===== src/dsr_pkg.sv =====
// Shared constants and types for the dual SAR converter control and serial readout
package dsr_pkg;
  localparam int          RES_BITS     = 16;
  localparam int          CH_NUM       = 2;
  localparam int          FIFO_DEPTH   = 16;
  localparam int          CNT_W        = 5;
  localparam int          CLK_PERIOD_NS = 25;
  localparam int          CYC_MIN_NS   = 500;
  localparam int          CYC_MIN_CYC  = (CYC_MIN_NS + CLK_PERIOD_NS - 1) / CLK_PERIOD_NS;
  localparam logic [CNT_W-1:0] LAST_STEP = 5'h0F;
  localparam logic [CNT_W-1:0] CNT_ZERO  = 5'h00;
  localparam logic [15:0] TRIAL_TOP    = 16'h8000;
  localparam logic [15:0] CODE_ZERO    = 16'h0000;
  localparam logic [15:0] CODE_POS_FS  = 16'h7FFF;
  localparam logic [15:0] CODE_NEG_FS  = 16'h8000;
  localparam int          SIGN_POS     = 15;

  typedef enum logic [1:0] {
    DSR_IO_SINGLE,
    DSR_IO_DIFF,
    DSR_IO_DIFF_LOWPWR
  } dsr_io_mode_t;

  // One leg pair of a serial output with its drive enables
  typedef struct packed {
    logic p;
    logic n;
    logic oe_p;
    logic oe_n;
  } dsr_pair_t;

  // Result of both channels from one conversion
  typedef struct packed {
    logic [RES_BITS-1:0] ch1;
    logic [RES_BITS-1:0] ch2;
  } dsr_result_t;
endpackage : dsr_pkg


===== src/dsr_adc_readout.sv =====
// Conversion control, result buffer and serial readout of the dual SAR converter
`timescale 1ns/1ps

module dsr_fifo #(
  parameter int WIDTH = 32,
  parameter int DEPTH = 16
) (
  input  wire logic             clock,
  input  wire logic             rst_n,
  input  wire logic             in_valid,
  output logic                  in_ready,
  input  wire logic [WIDTH-1:0] in_data,
  output logic                  out_valid,
  input  wire logic             out_ready,
  output logic      [WIDTH-1:0] out_data
);
  localparam int AW = $clog2(DEPTH);

  logic [WIDTH-1:0] mem [DEPTH];
  logic [AW-1:0]    wr_q;
  logic [AW-1:0]    wr_d;
  logic [AW-1:0]    rd_q;
  logic [AW-1:0]    rd_d;
  logic [AW:0]      cnt_q;
  logic [AW:0]      cnt_d;
  logic             push;
  logic             pop;

  always_comb begin
    in_ready  = (cnt_q != (AW+1)'(DEPTH));
    out_valid = (cnt_q != '0);
    out_data  = mem[rd_q];
    push      = in_valid && in_ready;
    pop       = out_valid && out_ready;
    wr_d      = push ? AW'(wr_q + 1'b1) : wr_q;
    rd_d      = pop ? AW'(rd_q + 1'b1) : rd_q;
    cnt_d     = cnt_q;
    if (push && !pop) begin
      cnt_d = cnt_q + 1'b1;
    end else if (pop && !push) begin
      cnt_d = cnt_q - 1'b1;
    end
  end

  always_ff @(posedge clock) begin
    if (!rst_n) begin
      wr_q  <= '0;
      rd_q  <= '0;
      cnt_q <= '0;
    end else begin
      wr_q  <= wr_d;
      rd_q  <= rd_d;
      cnt_q <= cnt_d;
    end
  end

  // Storage has no reset; occupancy decides what is valid
  always_ff @(posedge clock) begin
    if (push) begin
      mem[wr_q] <= in_data;
    end
  end
endmodule : dsr_fifo

module dsr_adc_readout
  import dsr_pkg::*;
#(
  parameter int RES   = dsr_pkg::RES_BITS,
  parameter int DEPTH = dsr_pkg::FIFO_DEPTH
) (
  input  wire logic              clock,
  input  wire logic              rst_n,
  input  wire logic              conversion_start_n,
  input  wire logic              shift_clk,
  input  wire logic              io_sel_high,
  input  wire logic              io_sel_float,
  input  wire logic              clk_n_tied_high,
  input  wire logic              ch1_cmp,
  input  wire logic              ch2_cmp,
  output logic                   sample_hold,
  output logic [RES-1:0]         ch1_capacitive_dac,
  output logic [RES-1:0]         ch2_capacitive_dac,
  output logic                   io_low_power,
  output dsr_pkg::dsr_io_mode_t  io_mode,
  output dsr_pkg::dsr_pair_t     ch1_serial_out,
  output dsr_pkg::dsr_pair_t     ch2_serial_out,
  output dsr_pkg::dsr_pair_t     returned_data_clock,
  output logic                   conv_busy
);
  import dsr_pkg::*;

  typedef enum logic [1:0] {
    DSR_ACQUIRE,
    DSR_CONVERT,
    DSR_STORE
  } dsr_state_t;

  // Conversion state
  dsr_state_t       st_q;
  dsr_state_t       st_d;
  logic [CNT_W-1:0] step_q;
  logic [CNT_W-1:0] step_d;
  logic [RES-1:0]   trial_q;
  logic [RES-1:0]   trial_d;
  logic [RES-1:0]   code_q [CH_NUM];
  logic [RES-1:0]   code_d [CH_NUM];
  logic             cnv_prev_q;
  logic             cnv_fall;
  logic             cnv_rise;
  logic [CH_NUM-1:0] cmp;
  dsr_result_t      res_word;
  logic             fifo_in_valid;
  logic             fifo_in_ready;
  logic             fifo_out_valid;
  dsr_result_t      fifo_out;

  // Readout state
  logic [RES-1:0]   sh1_q;
  logic [RES-1:0]   sh1_d;
  logic [RES-1:0]   sh2_q;
  logic [RES-1:0]   sh2_d;
  logic             drive_q;
  logic             drive_d;
  logic             sck_prev_q;
  logic             sck_fall;
  logic             rclk_q;
  logic             rclk_d;
  dsr_io_mode_t     mode_d;
  dsr_pair_t        so1_d;
  dsr_pair_t        so2_d;
  dsr_pair_t        rck_d;
  dsr_pair_t        so1_q;
  dsr_pair_t        so2_q;
  dsr_pair_t        rck_q;

  // Start input sampled the same way whatever the signalling mode
  assign cnv_fall = cnv_prev_q && !conversion_start_n;
  assign cnv_rise = !cnv_prev_q && conversion_start_n;
  assign sck_fall = sck_prev_q && !shift_clk;
  assign cmp      = {ch2_cmp, ch1_cmp};

  always_comb begin
    st_d          = st_q;
    step_d        = step_q;
    trial_d       = trial_q;
    code_d        = code_q;
    fifo_in_valid = 1'b0;
    unique case (st_q)
      DSR_ACQUIRE: begin
        if (cnv_fall) begin
          st_d    = DSR_CONVERT;
          step_d  = CNT_ZERO;
          trial_d = TRIAL_TOP;
          for (int c = 0; c < CH_NUM; c++) begin
            code_d[c] = TRIAL_TOP;
          end
        end
      end
      DSR_CONVERT: begin
        // Comparator high means input at or above the trial level: keep the bit
        for (int c = 0; c < CH_NUM; c++) begin
          code_d[c] = cmp[c] ? code_q[c] : (code_q[c] & ~trial_q);
          code_d[c] = code_d[c] | (trial_q >> 1);
        end
        trial_d = trial_q >> 1;
        step_d  = CNT_W'(step_q + 1'b1);
        if (step_q == LAST_STEP) begin
          st_d = DSR_STORE;
        end
      end
      DSR_STORE: begin
        // Waits here while the buffer is full, stalling the next conversion
        fifo_in_valid = 1'b1;
        if (fifo_in_ready) begin
          st_d = DSR_ACQUIRE;
        end
      end
    endcase
  end

  always_ff @(posedge clock) begin
    if (!rst_n) begin
      st_q       <= DSR_ACQUIRE;
      step_q     <= CNT_ZERO;
      trial_q    <= CODE_ZERO;
      code_q     <= '{default: CODE_ZERO};
      cnv_prev_q <= 1'b1;
    end else begin
      st_q       <= st_d;
      step_q     <= step_d;
      trial_q    <= trial_d;
      code_q     <= code_d;
      cnv_prev_q <= conversion_start_n;
    end
  end

  // Offset-binary SAR code to two's complement by inverting the sign bit
  assign res_word.ch1 = {~code_q[0][SIGN_POS], code_q[0][SIGN_POS-1:0]};
  assign res_word.ch2 = {~code_q[1][SIGN_POS], code_q[1][SIGN_POS-1:0]};

  assign sample_hold        = (st_q != DSR_ACQUIRE);
  assign conv_busy          = sample_hold;
  assign ch1_capacitive_dac = code_q[0];
  assign ch2_capacitive_dac = code_q[1];

  dsr_fifo #(
    .WIDTH ($bits(dsr_result_t)),
    .DEPTH (DEPTH)
  ) u_fifo (
    .clock     (clock),
    .rst_n     (rst_n),
    .in_valid  (fifo_in_valid),
    .in_ready  (fifo_in_ready),
    .in_data   (res_word),
    .out_valid (fifo_out_valid),
    .out_ready (1'b1),
    .out_data  (fifo_out)
  );

  always_comb begin
    // Floating select wins: strap reads neither low nor high
    if (io_sel_float) begin
      mode_d = DSR_IO_DIFF_LOWPWR;
    end else if (io_sel_high) begin
      mode_d = DSR_IO_DIFF;
    end else begin
      mode_d = DSR_IO_SINGLE;
    end
    sh1_d   = sh1_q;
    sh2_d   = sh2_q;
    drive_d = drive_q;
    rclk_d  = shift_clk;
    // Release first, so a word landing in the same cycle still gets driven
    if (cnv_rise) begin
      drive_d = 1'b0;
    end
    // Buffer pops each word the cycle after it lands, so no older result waits
    if (fifo_out_valid) begin
      sh1_d   = fifo_out.ch1;
      sh2_d   = fifo_out.ch2;
      drive_d = 1'b1;
    end else if (sck_fall) begin
      sh1_d = {sh1_q[RES-2:0], 1'b0};
      sh2_d = {sh2_q[RES-2:0], 1'b0};
    end
    so1_d.p    = sh1_q[RES-1];
    so1_d.n    = ~sh1_q[RES-1];
    so1_d.oe_p = drive_q;
    so1_d.oe_n = drive_q && (mode_d != DSR_IO_SINGLE);
    so2_d.p    = sh2_q[RES-1];
    so2_d.n    = ~sh2_q[RES-1];
    so2_d.oe_p = drive_q;
    so2_d.oe_n = drive_q && (mode_d != DSR_IO_SINGLE);
    // Clock copy takes the same register stage as the data for matched skew
    rck_d.p    = rclk_q;
    rck_d.n    = ~rclk_q;
    rck_d.oe_p = !((mode_d == DSR_IO_SINGLE) && clk_n_tied_high);
    rck_d.oe_n = (mode_d != DSR_IO_SINGLE);
  end

  always_ff @(posedge clock) begin
    if (!rst_n) begin
      sh1_q      <= CODE_ZERO;
      sh2_q      <= CODE_ZERO;
      drive_q    <= 1'b0;
      sck_prev_q <= 1'b0;
      rclk_q     <= 1'b0;
      io_mode    <= DSR_IO_SINGLE;
      so1_q      <= '0;
      so2_q      <= '0;
      rck_q      <= '0;
    end else begin
      sh1_q      <= sh1_d;
      sh2_q      <= sh2_d;
      drive_q    <= drive_d;
      sck_prev_q <= shift_clk;
      rclk_q     <= rclk_d;
      io_mode    <= mode_d;
      so1_q      <= so1_d;
      so2_q      <= so2_d;
      rck_q      <= rck_d;
    end
  end

  assign io_low_power        = (io_mode == DSR_IO_DIFF_LOWPWR);
  assign ch1_serial_out      = so1_q;
  assign ch2_serial_out      = so2_q;
  assign returned_data_clock = rck_q;
endmodule : dsr_adc_readout


===== config.mk =====
export PLATFORM = sky130hd
export DESIGN_NAME = dsr_adc_readout
export DESIGN_NICKNAME = d
export VERILOG_FILES = /design/src/dsr_pkg.sv /design/src/dsr_adc_readout.sv
export SDC_FILE = /design/constraint.sdc
export NUM_CORES = 1
export LEC_CHECK = 0
export ABC_AREA = 1
export BUFFER_PORTS_ARGS = -buffer_cell sky130_fd_sc_hd__buf_4
export CORE_AREA = 4 4 230 232
export CTS_BUF_LIST = sky130_fd_sc_hd__clkbuf_8 sky130_fd_sc_hd__clkbuf_16
export DETAILED_ROUTE_END_ITERATION = 10
export DIE_AREA = 0 0 234 236
export PLACE_DENSITY = 0.63
export SYNTH_ARGS = -nofsm -noshare
export SYNTH_HDL_FRONTEND = slang
export SYNTH_SLANG_ARGS = --single-unit

===== constraint.sdc =====
create_clock -name clock -period 6 [get_ports clock]
set_input_delay 1.2 -clock clock [delete_from_list [all_inputs] [get_ports clock]]
set_output_delay 1.2 -clock clock [all_outputs]
set_load 0.02 [all_outputs]

==> metrics.yaml, run 1 <==
status: "finished clean"
grt_pass1_wl_um: 96230
async_flop_share_pct: 0
cts_hold_buf: 0
numCtsBuffers: 66
hp-class: "reg2reg"
skew_ns: 0.01404
yosysWarnings: 0
fp.dieArea_um2: 55220
postSynthCellCount: 2185
htree_levels: 3
via_count: 16580
antenna_left: 0
crit_required_ns: 6.53
syn_area_um2: 25260
drt_iter0_markers: 1840
hold_viol_final: 0
place_hpwl_um: 33170
worst-path-stages: 10
io_buffers: 57
clock.fmax_mhz: 338.9
wl_um: 63640
path_clk_slew_ns: 0.06
antenna_found_initial: 0
irDropWorstVdd_mv: 0.3483
finalCritPeriodShare_pct: 49.17
cp_top_family: "buffers and inverters"
final.setup.tns_ns: 0
syn2layout_area_growth_pct: 11.63
placeableCoreArea_um2: 50990
wl_per_cell_um: 21.86
slowest_stage: "inv_6"
routabilityCongestion: 0.7661
io_pins: 58
synth_cell_types: 33
syn_nets: 2209
tightest_slew_ns: 1.182
r2r-end: "sh1_q[2]"
layout_min_cycle_time_ns: 2.950
r2r_cells: 10
path_class: "reg2reg"
syn_area_per_cell_um2: 11.56
synth_edf_count: 512
synth-main-ff-cell: "edfxtp_1"
fin_ws_ns: 3.050
cts_max_path_buffers: 3
timing.critical_path.to: "sh1_q[2]"
start_kind: "flip-flop"
cts_repair_resize_count: 0
nFillCells: 4232
ff_latch_area_um2: 17770
drc: 0
crit_arrival_ns: 3.48
grt_max_degree: 154
cp_num_buf_inv: 3
ys_ff_latch: 631
rsz0062_at_grt: "false"
clk_latency_ns: 0.58
seq_area_frac_synth_pct: 70.31
drive_gt1_share_pct: 9.234
p_leak_nw: 9.990
crit_chain: "inv_6 > buf_12 > nor2_1 > nor2_1 > o21ai_0 > o211ai_1 > nand3_1 > nand3_1 > nand2_1 > inv_1"
cts-root-buf: "clkbuf_16"
reg2reg_slack_ns: 3.05
relSlewSlack_pct: 20.89
final_common_cell: "edfxtp_1"
drt_first_pass_iters: 6
end_kind: "flip-flop"
post-synth-top-area-cell: "edfxtp_1"
rows: 83
p_per_area_nw_per_um2: 417.4
synth_area_leaders: "edfxtp_1 (61%), dfxtp_1 (9.4%), nor2_1 (6.0%)"
fp.dieH_um: 236
start_util_pct: 49.53
cts_sinks: 631
routed_via_density: 5.695
grt_use_total_pct: 22.80
die_x_um: 234
tritoncts: "built"
final_nets: 2201
diodes: 0
grt_pass1_vias: 15970
post-cts-setup-buffers: 0
drv_slew: 0
multiInputGateArea_um2: 6362
cap_violations: 0
mostFrequentLayoutCells: "edfxtp_1 (512), nor2_1 (388), o21ai_0 (281)"
overflow: 0
final-setup-viol-count: 0
place_ws_ns: 3.012
fin_util_pct: 55.29
netlist.area_leader.share_pct: 60.87
critPathMaxFanout: 153
slowest_delay_ns: 0.63
[cells by family (layout without fill, tap and decap cells)]
kind of cell | after synthesis | after routing | share of synthesized area [%]
simple gates | 707 | 707 | 11.17
flops | 631 | 631 | 70.31
compound gates | 532 | 532 | 11.76
buf+inv | 276 | 322 | 5.053
mux | 22 | 22 | 0.8719
fa+ha+maj | 15 | 15 | 0.7728
xor+xnor | 2 | 2 | 0.06937
[how the worst min path moves through the flow]
stage | startpoint | end | slack [ns] | cells after the start
after floorplan | sh1_q[15] | ch1_serial_out[2] | 0.39 | 1
after global placement | drive_q | ch2_serial_out[1] | 0.44 | 2
after detailed placement | drive_q | ch2_serial_out[1] | 0.45 | 2
after CTS | u_fifo.rd_q[3] | flip-flop | 0.46 | 2
after global routing | rclk_q | returned_data_clock[2] | 0.47 | 1
final | rclk_q | returned_data_clock[3] | 0.45 | 2
[where the power goes]
| part | leakage, nW | switching, W | internal, W |
|---|---|---|---|
| Combinational | 3.13 | 0.00189 | 0.000796 |
| Sequential | 5.72 | 0.000220 | 0.00496 |
| Clock | 1.14 | 0.00163 | 0.00227 |
[state kept, by name, summed over array words and instances, names as in the netlist, named ones only]
name,count
u_fifo.cnt_q,5
u_fifo.wr_q,4
ch1_capacitive_dac,16
u_fifo.mem,512
sh1_q,16
io_mode,2
returned_data_clock,4
st_q,2
ch1_serial_out,2
ch2_capacitive_dac,16
sh2_q,16
ch2_serial_out,4
trial_q,16
cnv_prev_q,1
drive_q,1
u_fifo.rd_q,4
step_q,5
rclk_q,1
[synthesized netlist by cell type, types with 3 or more instances]
| cell type | n |
|---|---|
| mux2i_1 | 22 |
| nor2_1 | 405 |
| edfxtp_1 | 512 |
| inv_1 | 102 |
| o21ai_0 | 281 |
| o21ai_1 | 3 |
| buf_1 | 10 |
| dfxtp_1 | 119 |
| o211ai_1 | 114 |
| clkbuf_1 | 67 |
| ha_1 | 14 |
| buf_6 | 5 |
| clkbuf_2 | 8 |
| buf_4 | 37 |
| nand2_1 | 173 |
| nor3_1 | 5 |
| a21oi_1 | 127 |
| buf_2 | 43 |
| nand3_1 | 120 |
[layout make-up]
type                    instances  share of cell area [%]
clock buffers                  77                   6.675
flip-flops and latches        631                   63.02
well taps                     680                   3.018
clock inverters                45                  0.7367
inverters                     106                   1.438
multi-input cells            1278                   22.57
repair buffers                 94                   2.547
[routing by layer]
metal	up-vias	track usage, %	part of all wire [%]
li1	7685	-	-
met1	8203	32.58	44
met2	595	35.98	47
met3	95	4.215	7.2
met4	0	6.644	2.0
met5	-	0	0
[worst min-delay path, delay by kind of cell, from the launching register on]
family	cells	cell delay (ns)
buffers and inverters	1	0.03
flip-flops	1	0.32
AND/OR/NAND/NOR	1	0.06
[stage by stage]
step | instance area, um^2 | power [W] | cells | hold slack (ns)
after global routing | 28190 | 0.01237 | 2911 | 0.4732
after CTS | 28190 | 0.01181 | 2911 | 0.4579
after detailed placement | 26100 | 0.007942 | 2789 | 0.4471
after floorplan | 25260 | 0.007204 | 2185 | 0.3924
after global placement | 26100 | 0.007886 | 2789 | 0.4447
final | 28190 | 0.01177 | 2911 | 0.4494
Note: power is estimated with default switching activity, not from simulation.
==> inputs of run 2 (changes only) <==
Settings changed: PLACE_DENSITY 0.63 to 0.65.
Clock period 6 ns to 2.4 ns, I/O delays scaled along.
==> run 2 against run 1 <==
  * Setup slack got worse by 2.8 ns
  * Critical path depth is 5 higher
  * Sequential share of layout area down 1.3 points
  * Non-clock buffer count rose by 57
  * Fmax grew 36%
  * Sequential power up 150%
  * Core utilization grew 1.2 points
  * Wire length is 1.7% higher
  * Final area increased by 2.1%
  * Largest power group unchanged
==> metrics.yaml, run 2 (same netlist as run 1, synthesis figures left out) <==
status: "finished clean"
numCtsBuffers: 60  # -9.1%
place_ws_ns: 0.1455  # -2.866 ns
end_kind: "flip-flop"
drt_first_pass_iters: 5  # -1
rows: 83  # unchanged
place_hpwl_um: 35970  # +8.4%
die_x_um: 234  # unchanged
relSlewSlack_pct: 48.63  # +28 points
fp.dieArea_um2: 55220  # unchanged
io_buffers: 57  # unchanged
cp-startpoint: "st_q[0]"
min_from: "conversion_start_n"
io_pins: 58  # unchanged
p_leak_nw: 10.20  # +2.1%
fin_ws_ns: 0.2269  # -2.823 ns
wl_um: 64730  # +1.7%
start_kind: "flip-flop"
path_clk_slew_ns: 0.06  # about the same
tightest_slew_ns: 0.7706  # -0.4116 ns
final-setup-viol-count: 0  # unchanged
finalCritPeriodShare_pct: 90.55  # +41 points
grt_use_total_pct: 23.14  # +0.33 points
mostFrequentLayoutCells: "edfxtp_1 (512), nor2_1 (387), o21ai_0 (281)"
use_met3_pct: 3.502  # -0.71 points
drv_slew: 0  # unchanged
via_count: 16920  # +2.1%
hold_viol_final: 0  # unchanged
r2r-end: "u_fifo.cnt_q[4]"
drive_gt1_share_pct: 11.72  # +2.5 points
clock.fmax_mhz: 460.2  # +36%
critPathMaxFanout: 4  # -97%
largest_register_ff_count: 512  # unchanged
final_nets: 2252  # +2.3%
antenna_found_initial: 0  # unchanged
cts_max_path_buffers: 3  # unchanged
syn2layout_area_growth_pct: 13.96
top_register: "u_fifo.mem"
skew_ns: 0.01384  # -0.0001962 ns
slowest_stage: "dfxtp_1"
clk_latency_ns: 0.61  # +0.03 ns
grt_max_degree: 184  # +19%
r2r_start: "st_q[0]"
crit_required_ns: 2.95  # -3.58 ns
routed_via_density: 5.720  # +0.45%
htree_levels: 2  # -1
busiest_layer: "met2"
cap_violations: 0  # unchanged
slowest_delay_ns: 0.35  # -0.28 ns
p_per_area_nw_per_um2: 1023  # +140%
hold_end: "cnv_prev_q"
cp_common_cell: "nand2_1"
grt_pass1_wl_um: 97910  # +1.7%
tritoncts: "built"
overflow: 0  # unchanged
min_path_cells: 3  # +1
grt_pass1_vias: 16260  # +1.8%
layout_min_cycle_time_ns: 2.173  # -0.7773 ns
cts_sinks: 631  # unchanged
path_class: "reg2reg"
cts-root-buf: "clkbuf_16"
r2r_cells: 15  # +5
drt_iter0_markers: 1895  # +3.0%
fin_util_pct: 56.45  # +1.2 points
grt.met1_usage_pct: 32.63  # +0.051 points
reg2reg_slack_ns: 0.23  # -2.82 ns
antenna_left: 0  # unchanged
diodes: 0  # unchanged
routabilityCongestion: 0.8133  # +6.2%
start_util_pct: 49.53  # unchanged
crit_chain: "inv_1 > ha_1 > nand2_1 > inv_1 > ha_1 > inv_2 > ha_1 > a21o_1 > a21oi_2 > nor2_1 > nor2_1 > nand2_1 > nand2_1 > nand2_1 > nor2_1"
irDropWorstVdd_mv: 0.7620  # +120%
final_common_cell: "edfxtp_1"
grt_util_met2_pct: 36.99  # +1.0 points
drc: 0  # unchanged
crit_arrival_ns: 2.72  # -0.76 ns
placeableCoreArea_um2: 50990  # unchanged
hp-class: "in2reg"
wl_per_cell_um: 21.88  # about the same
power_w: 0.02944  # +150%
fp.dieH_um: 236  # unchanged
## run 2: per-stage QoR
| stage | std cells | area (um^2) | hold WS, ns | setup TNS (ns) |
|---|---|---|---|---|
| 2_1_floorplan | 2185 | 25260 | 0.3924 | -110.49 |
| 3_3_place_gp | 2844 | 26830 | 0.4279 | 0 |
| 3_5_place_dp | 2844 | 26830 | 0.4411 | 0 |
| 4_1_cts | 2957 | 28760 | 0.03233 | 0 |
| 5_1_grt | 2958 | 28780 | 0.06811 | -0.01508 |
| 6_report | 2958 | 28780 | 0.06592 | 0 |
## run 2: what timing repair did
| item | 4_1_cts | 5_1_grt |
|---|---|---|
| endpoints found under the hold margin | 1 | 0 |
| buffers inserted | 0 | 1 |
| hold buffers | 1 | 0 |
| endpoints found under the setup margin | 0 | 1 |
| gates resized for setup | 0 | 6 |
## run 2: worst max-delay path by stage
stage | endpoint | slack (ns) | depth (start not counted)
6_report | u_fifo.cnt_q[4] | 0.23 | 15
2_1_floorplan | u_fifo.mem[0][0] | -0.25 | 6
3_3_place_gp | u_fifo.cnt_q[4] | 0.17 | 14
4_1_cts | u_fifo.cnt_q[4] | 0.13 | 15
5_1_grt | u_fifo.cnt_q[4] | -0.02 | 15
3_5_place_dp | u_fifo.cnt_q[4] | 0.15 | 15
## run 2: layout make-up
cell class / count / area, um^2
clock buffers: 64 / 1568
clock inverters: 48 / 357.8
fillers: 4071 / 22210
inverters: 106 / 404.1
multi-input cells: 1278 / 6371
flip-flops and latches: 631 / 17770
well taps: 680 / 850.8
repair buffers: 151 / 1461
## run 2: where the power goes
part,leakage (nW),internal (W),total (W),switching [W]
combinational,3.50,0.00230,0.00743,0.00513
clock,1.01,0.00531,0.00927,0.00396
sequential,5.70,0.0124,0.0127,0.000334
## run 2: worst max-delay path: cells and delay by family (launching register included)
| family | cells | cell delay, ns |
|---|---|---|
| adder cells (fa/ha/maj) | 3 | 0.70 |
| AND/OR/NAND/NOR | 7 | 0.51 |
| flip-flops | 1 | 0.35 |
| AO/OA/AOI/OAI | 2 | 0.33 |
| buffers and inverters | 3 | 0.23 |
## run 2: routing by layer
layer | routed length [um] | up-vias
met4 | 1808 | 0
li1 | - | 7796
met3 | 4724 | 112
met2 | 30800 | 654
met5 | 0 | -
met1 | 27400 | 8359
==> inputs of run 3 (changes only) <==
Settings changed: CORE_AREA 4 4 230 232 to 4 4 211 254, DIE_AREA 0 0 234 236 to 0 0 215 258.
==> run 3 against run 2 <==
  * Clock skew increased by 0.012 ns
  * Clock power shrank 2.9%
  * Sequential share of layout area increased by 0.32 points
  * Wire length about the same
  * Critical path type unchanged
  * Largest cell class unchanged
  * Largest power group unchanged
  * Highest routed layer unchanged
==> metrics.yaml, run 3 (same netlist as run 1, synthesis figures left out) <==
syn2layout_area_growth_pct: 13.38
overflow: 0  # unchanged
cts_sinks: 631  # unchanged
path_clk_slew_ns: 0.06  # about the same
grt_max_degree: 144  # -22%
routabilityCongestion: 0.8387  # +3.1%
wl_um: 64770  # about the same
diodes: 0  # unchanged
sequentialPowerShare_pct: 43.9  # +0.6 points
final_nets: 2246  # -0.27%
grt_pass1_wl_um: 98770  # +0.88%
relSlewSlack_pct: 47.67  # -0.95 points
wl_per_cell_um: 22.15  # +1.2%
start_kind: "flip-flop"
fin_util_pct: 56.01  # -0.43 points
via_count: 16800  # -0.73%
antenna_left: 0  # unchanged
critPathMaxFanout: 4  # unchanged
tritoncts: "built"
end_kind: "flip-flop"
place_ws_ns: 0.04271  # -0.1028 ns
hp-class: "in2reg"
io_pins: 58  # unchanged
status: "finished clean"
drt_iter0_markers: 1627  # -14%
drt_first_pass_iters: 7  # +2
io_buffers: 57  # unchanged
layout_min_cycle_time_ns: 2.266  # +0.09302 ns
hold_viol_final: 0  # unchanged
die_x_um: 215  # -8.1%
largest_register_ff_count: 512  # unchanged
finalCritPeriodShare_pct: 94.42  # +3.9 points
min_path_cells: 3  # unchanged
clk_latency_ns: 0.62  # about the same
clock.fmax_mhz: 441.3  # -4.1%
multiInputGateArea_um2: 6371  # unchanged
place_hpwl_um: 36970  # +2.8%
skew_ns: 0.02623  # +0.01239 ns
irDropWorstVdd_mv: 0.8310  # +9.1%
drc: 0  # unchanged
fin_ws_ns: 0.1339  # -0.09302 ns
ff_latch_area_um2: 17770  # unchanged
htree_levels: 2  # unchanged
fp.dieH_um: 258  # +9.3%
intPower_w: 0.01969  # -1.6%
cts-root-buf: "clkbuf_16"
grt_use_total_pct: 22.91  # -0.23 points
routed_via_density: 5.745  # +0.42%
drv_slew: 0  # unchanged
cap_violations: 0  # unchanged
placeableCoreArea_um2: 51120  # +0.26%
fp.dieArea_um2: 55470  # +0.45%
crit_arrival_ns: 2.81  # +0.09 ns
p_per_area_nw_per_um2: 1015  # -0.75%
antenna_found_initial: 0  # unchanged
path_class: "reg2reg"
mostFrequentLayoutCells: "edfxtp_1 (512), nor2_1 (388), o21ai_0 (281)"
final-setup-viol-count: 0  # unchanged
top_register: "u_fifo.mem"
tightest_slew_ns: 0.7849  # +0.01431 ns
clock_power_share_pct: 30.9  # -0.6 points
crit_required_ns: 2.94  # about the same
nFillCells: 4145  # +1.8%
p_sw_share_pct: 32.25  # +0.25 points
start_util_pct: 49.40  # -0.13 points
rows: 91  # +9.6%
r2r_cells: 15  # unchanged
combPwrFrac_pct: 25.1  # about the same
switchingPower_w: 0.009375  # -0.48%
final_common_cell: "edfxtp_1"
numCtsBuffers: 59  # -1.7%
drive_gt1_share_pct: 11.97  # +0.25 points
cts_max_path_buffers: 3  # unchanged
grt_pass1_vias: 16340  # +0.50%
p_leak_nw: 10.17  # -0.31%
post-cts-setup-buffers: 0  # unchanged
run 3: layout make-up:
type / instances / share of cell area, %
sequential: 631 / 62.05
multi-input combinational: 1278 / 22.25
clock buffer: 68 / 5.628
timing repair buffer: 146 / 4.841
tap: 651 / 2.844
inverter: 106 / 1.407
clock inverter: 44 / 0.9787
run 3: final timing paths:
kind                                          from                 to  slack, ns
worst max-delay path               u_fifo.cnt_q[2]    u_fifo.cnt_q[4]       0.13
worst min-delay path            conversion_start_n         cnv_prev_q       0.08
worst max register to register     u_fifo.cnt_q[2]    u_fifo.cnt_q[4]       0.13
worst min register to register           sh1_q[15]  ch1_serial_out[2]       0.45
run 3: timing repair:
item / 4_1_cts / 5_1_grt
gates resized for setup: 0 / 6
setup endpoints to repair: 0 / 1
hold buffers: 1 / 0
hold endpoints to repair: 1 / 0
run 3: metrics by stage:
| stage | hold slack [ns] | std cells | setup TNS (ns) | cell area [um^2] | power, W |
|---|---|---|---|---|---|
| final | 0.07521 | 2924 | 0 | 28640 | 0.02907 |
| after global routing | 0.07098 | 2924 | -0.002055 | 28640 | 0.03055 |
| after CTS | 0.04842 | 2924 | 0 | 28630 | 0.02914 |
| after detailed placement | 0.4502 | 2811 | 0 | 26720 | 0.02022 |
| after global placement | 0.4290 | 2811 | 0 | 26720 | 0.02001 |
| after floorplan | 0.3924 | 2185 | -110.49 | 25260 | 0.01801 |
run 3: power groups by stage:
stage | Combinational [W] | Sequential, W | Clock, W
floorplan | 0.00512 | 0.0129 | 0
global placement | 0.00705 | 0.0130 | 0
detailed placement | 0.00724 | 0.0130 | 0
CTS | 0.00727 | 0.0128 | 0.00912
global route | 0.00814 | 0.0128 | 0.00959
finish | 0.00730 | 0.0128 | 0.00900
run 3: layer usage:
layer / global-route usage [%] / vias to the layer above / wire length, um
met4: 6.658 / 0 / 1744
met1: 30.62 / 8320 / 26790
met3: 3.342 / 114 / 4144
met2: 39.37 / 584 / 32090
li1: - / 7779 / -
met5: 0 / - / 0
run 3: worst max-delay path, cell delays in order, from the launching register on:
cell	delay, ns
dfxtp_1	0.33
nor2_1	0.17
nand4_1	0.13
nand2_1	0.10
inv_1	0.06
ha_2	0.19
inv_2	0.09
ha_1	0.27
a21o_1	0.21
a21oi_2	0.16
nor2_1	0.06
nor2_1	0.10
nand2_1	0.09
nand2_1	0.08
nand2_1	0.06
nor2_1	0.10
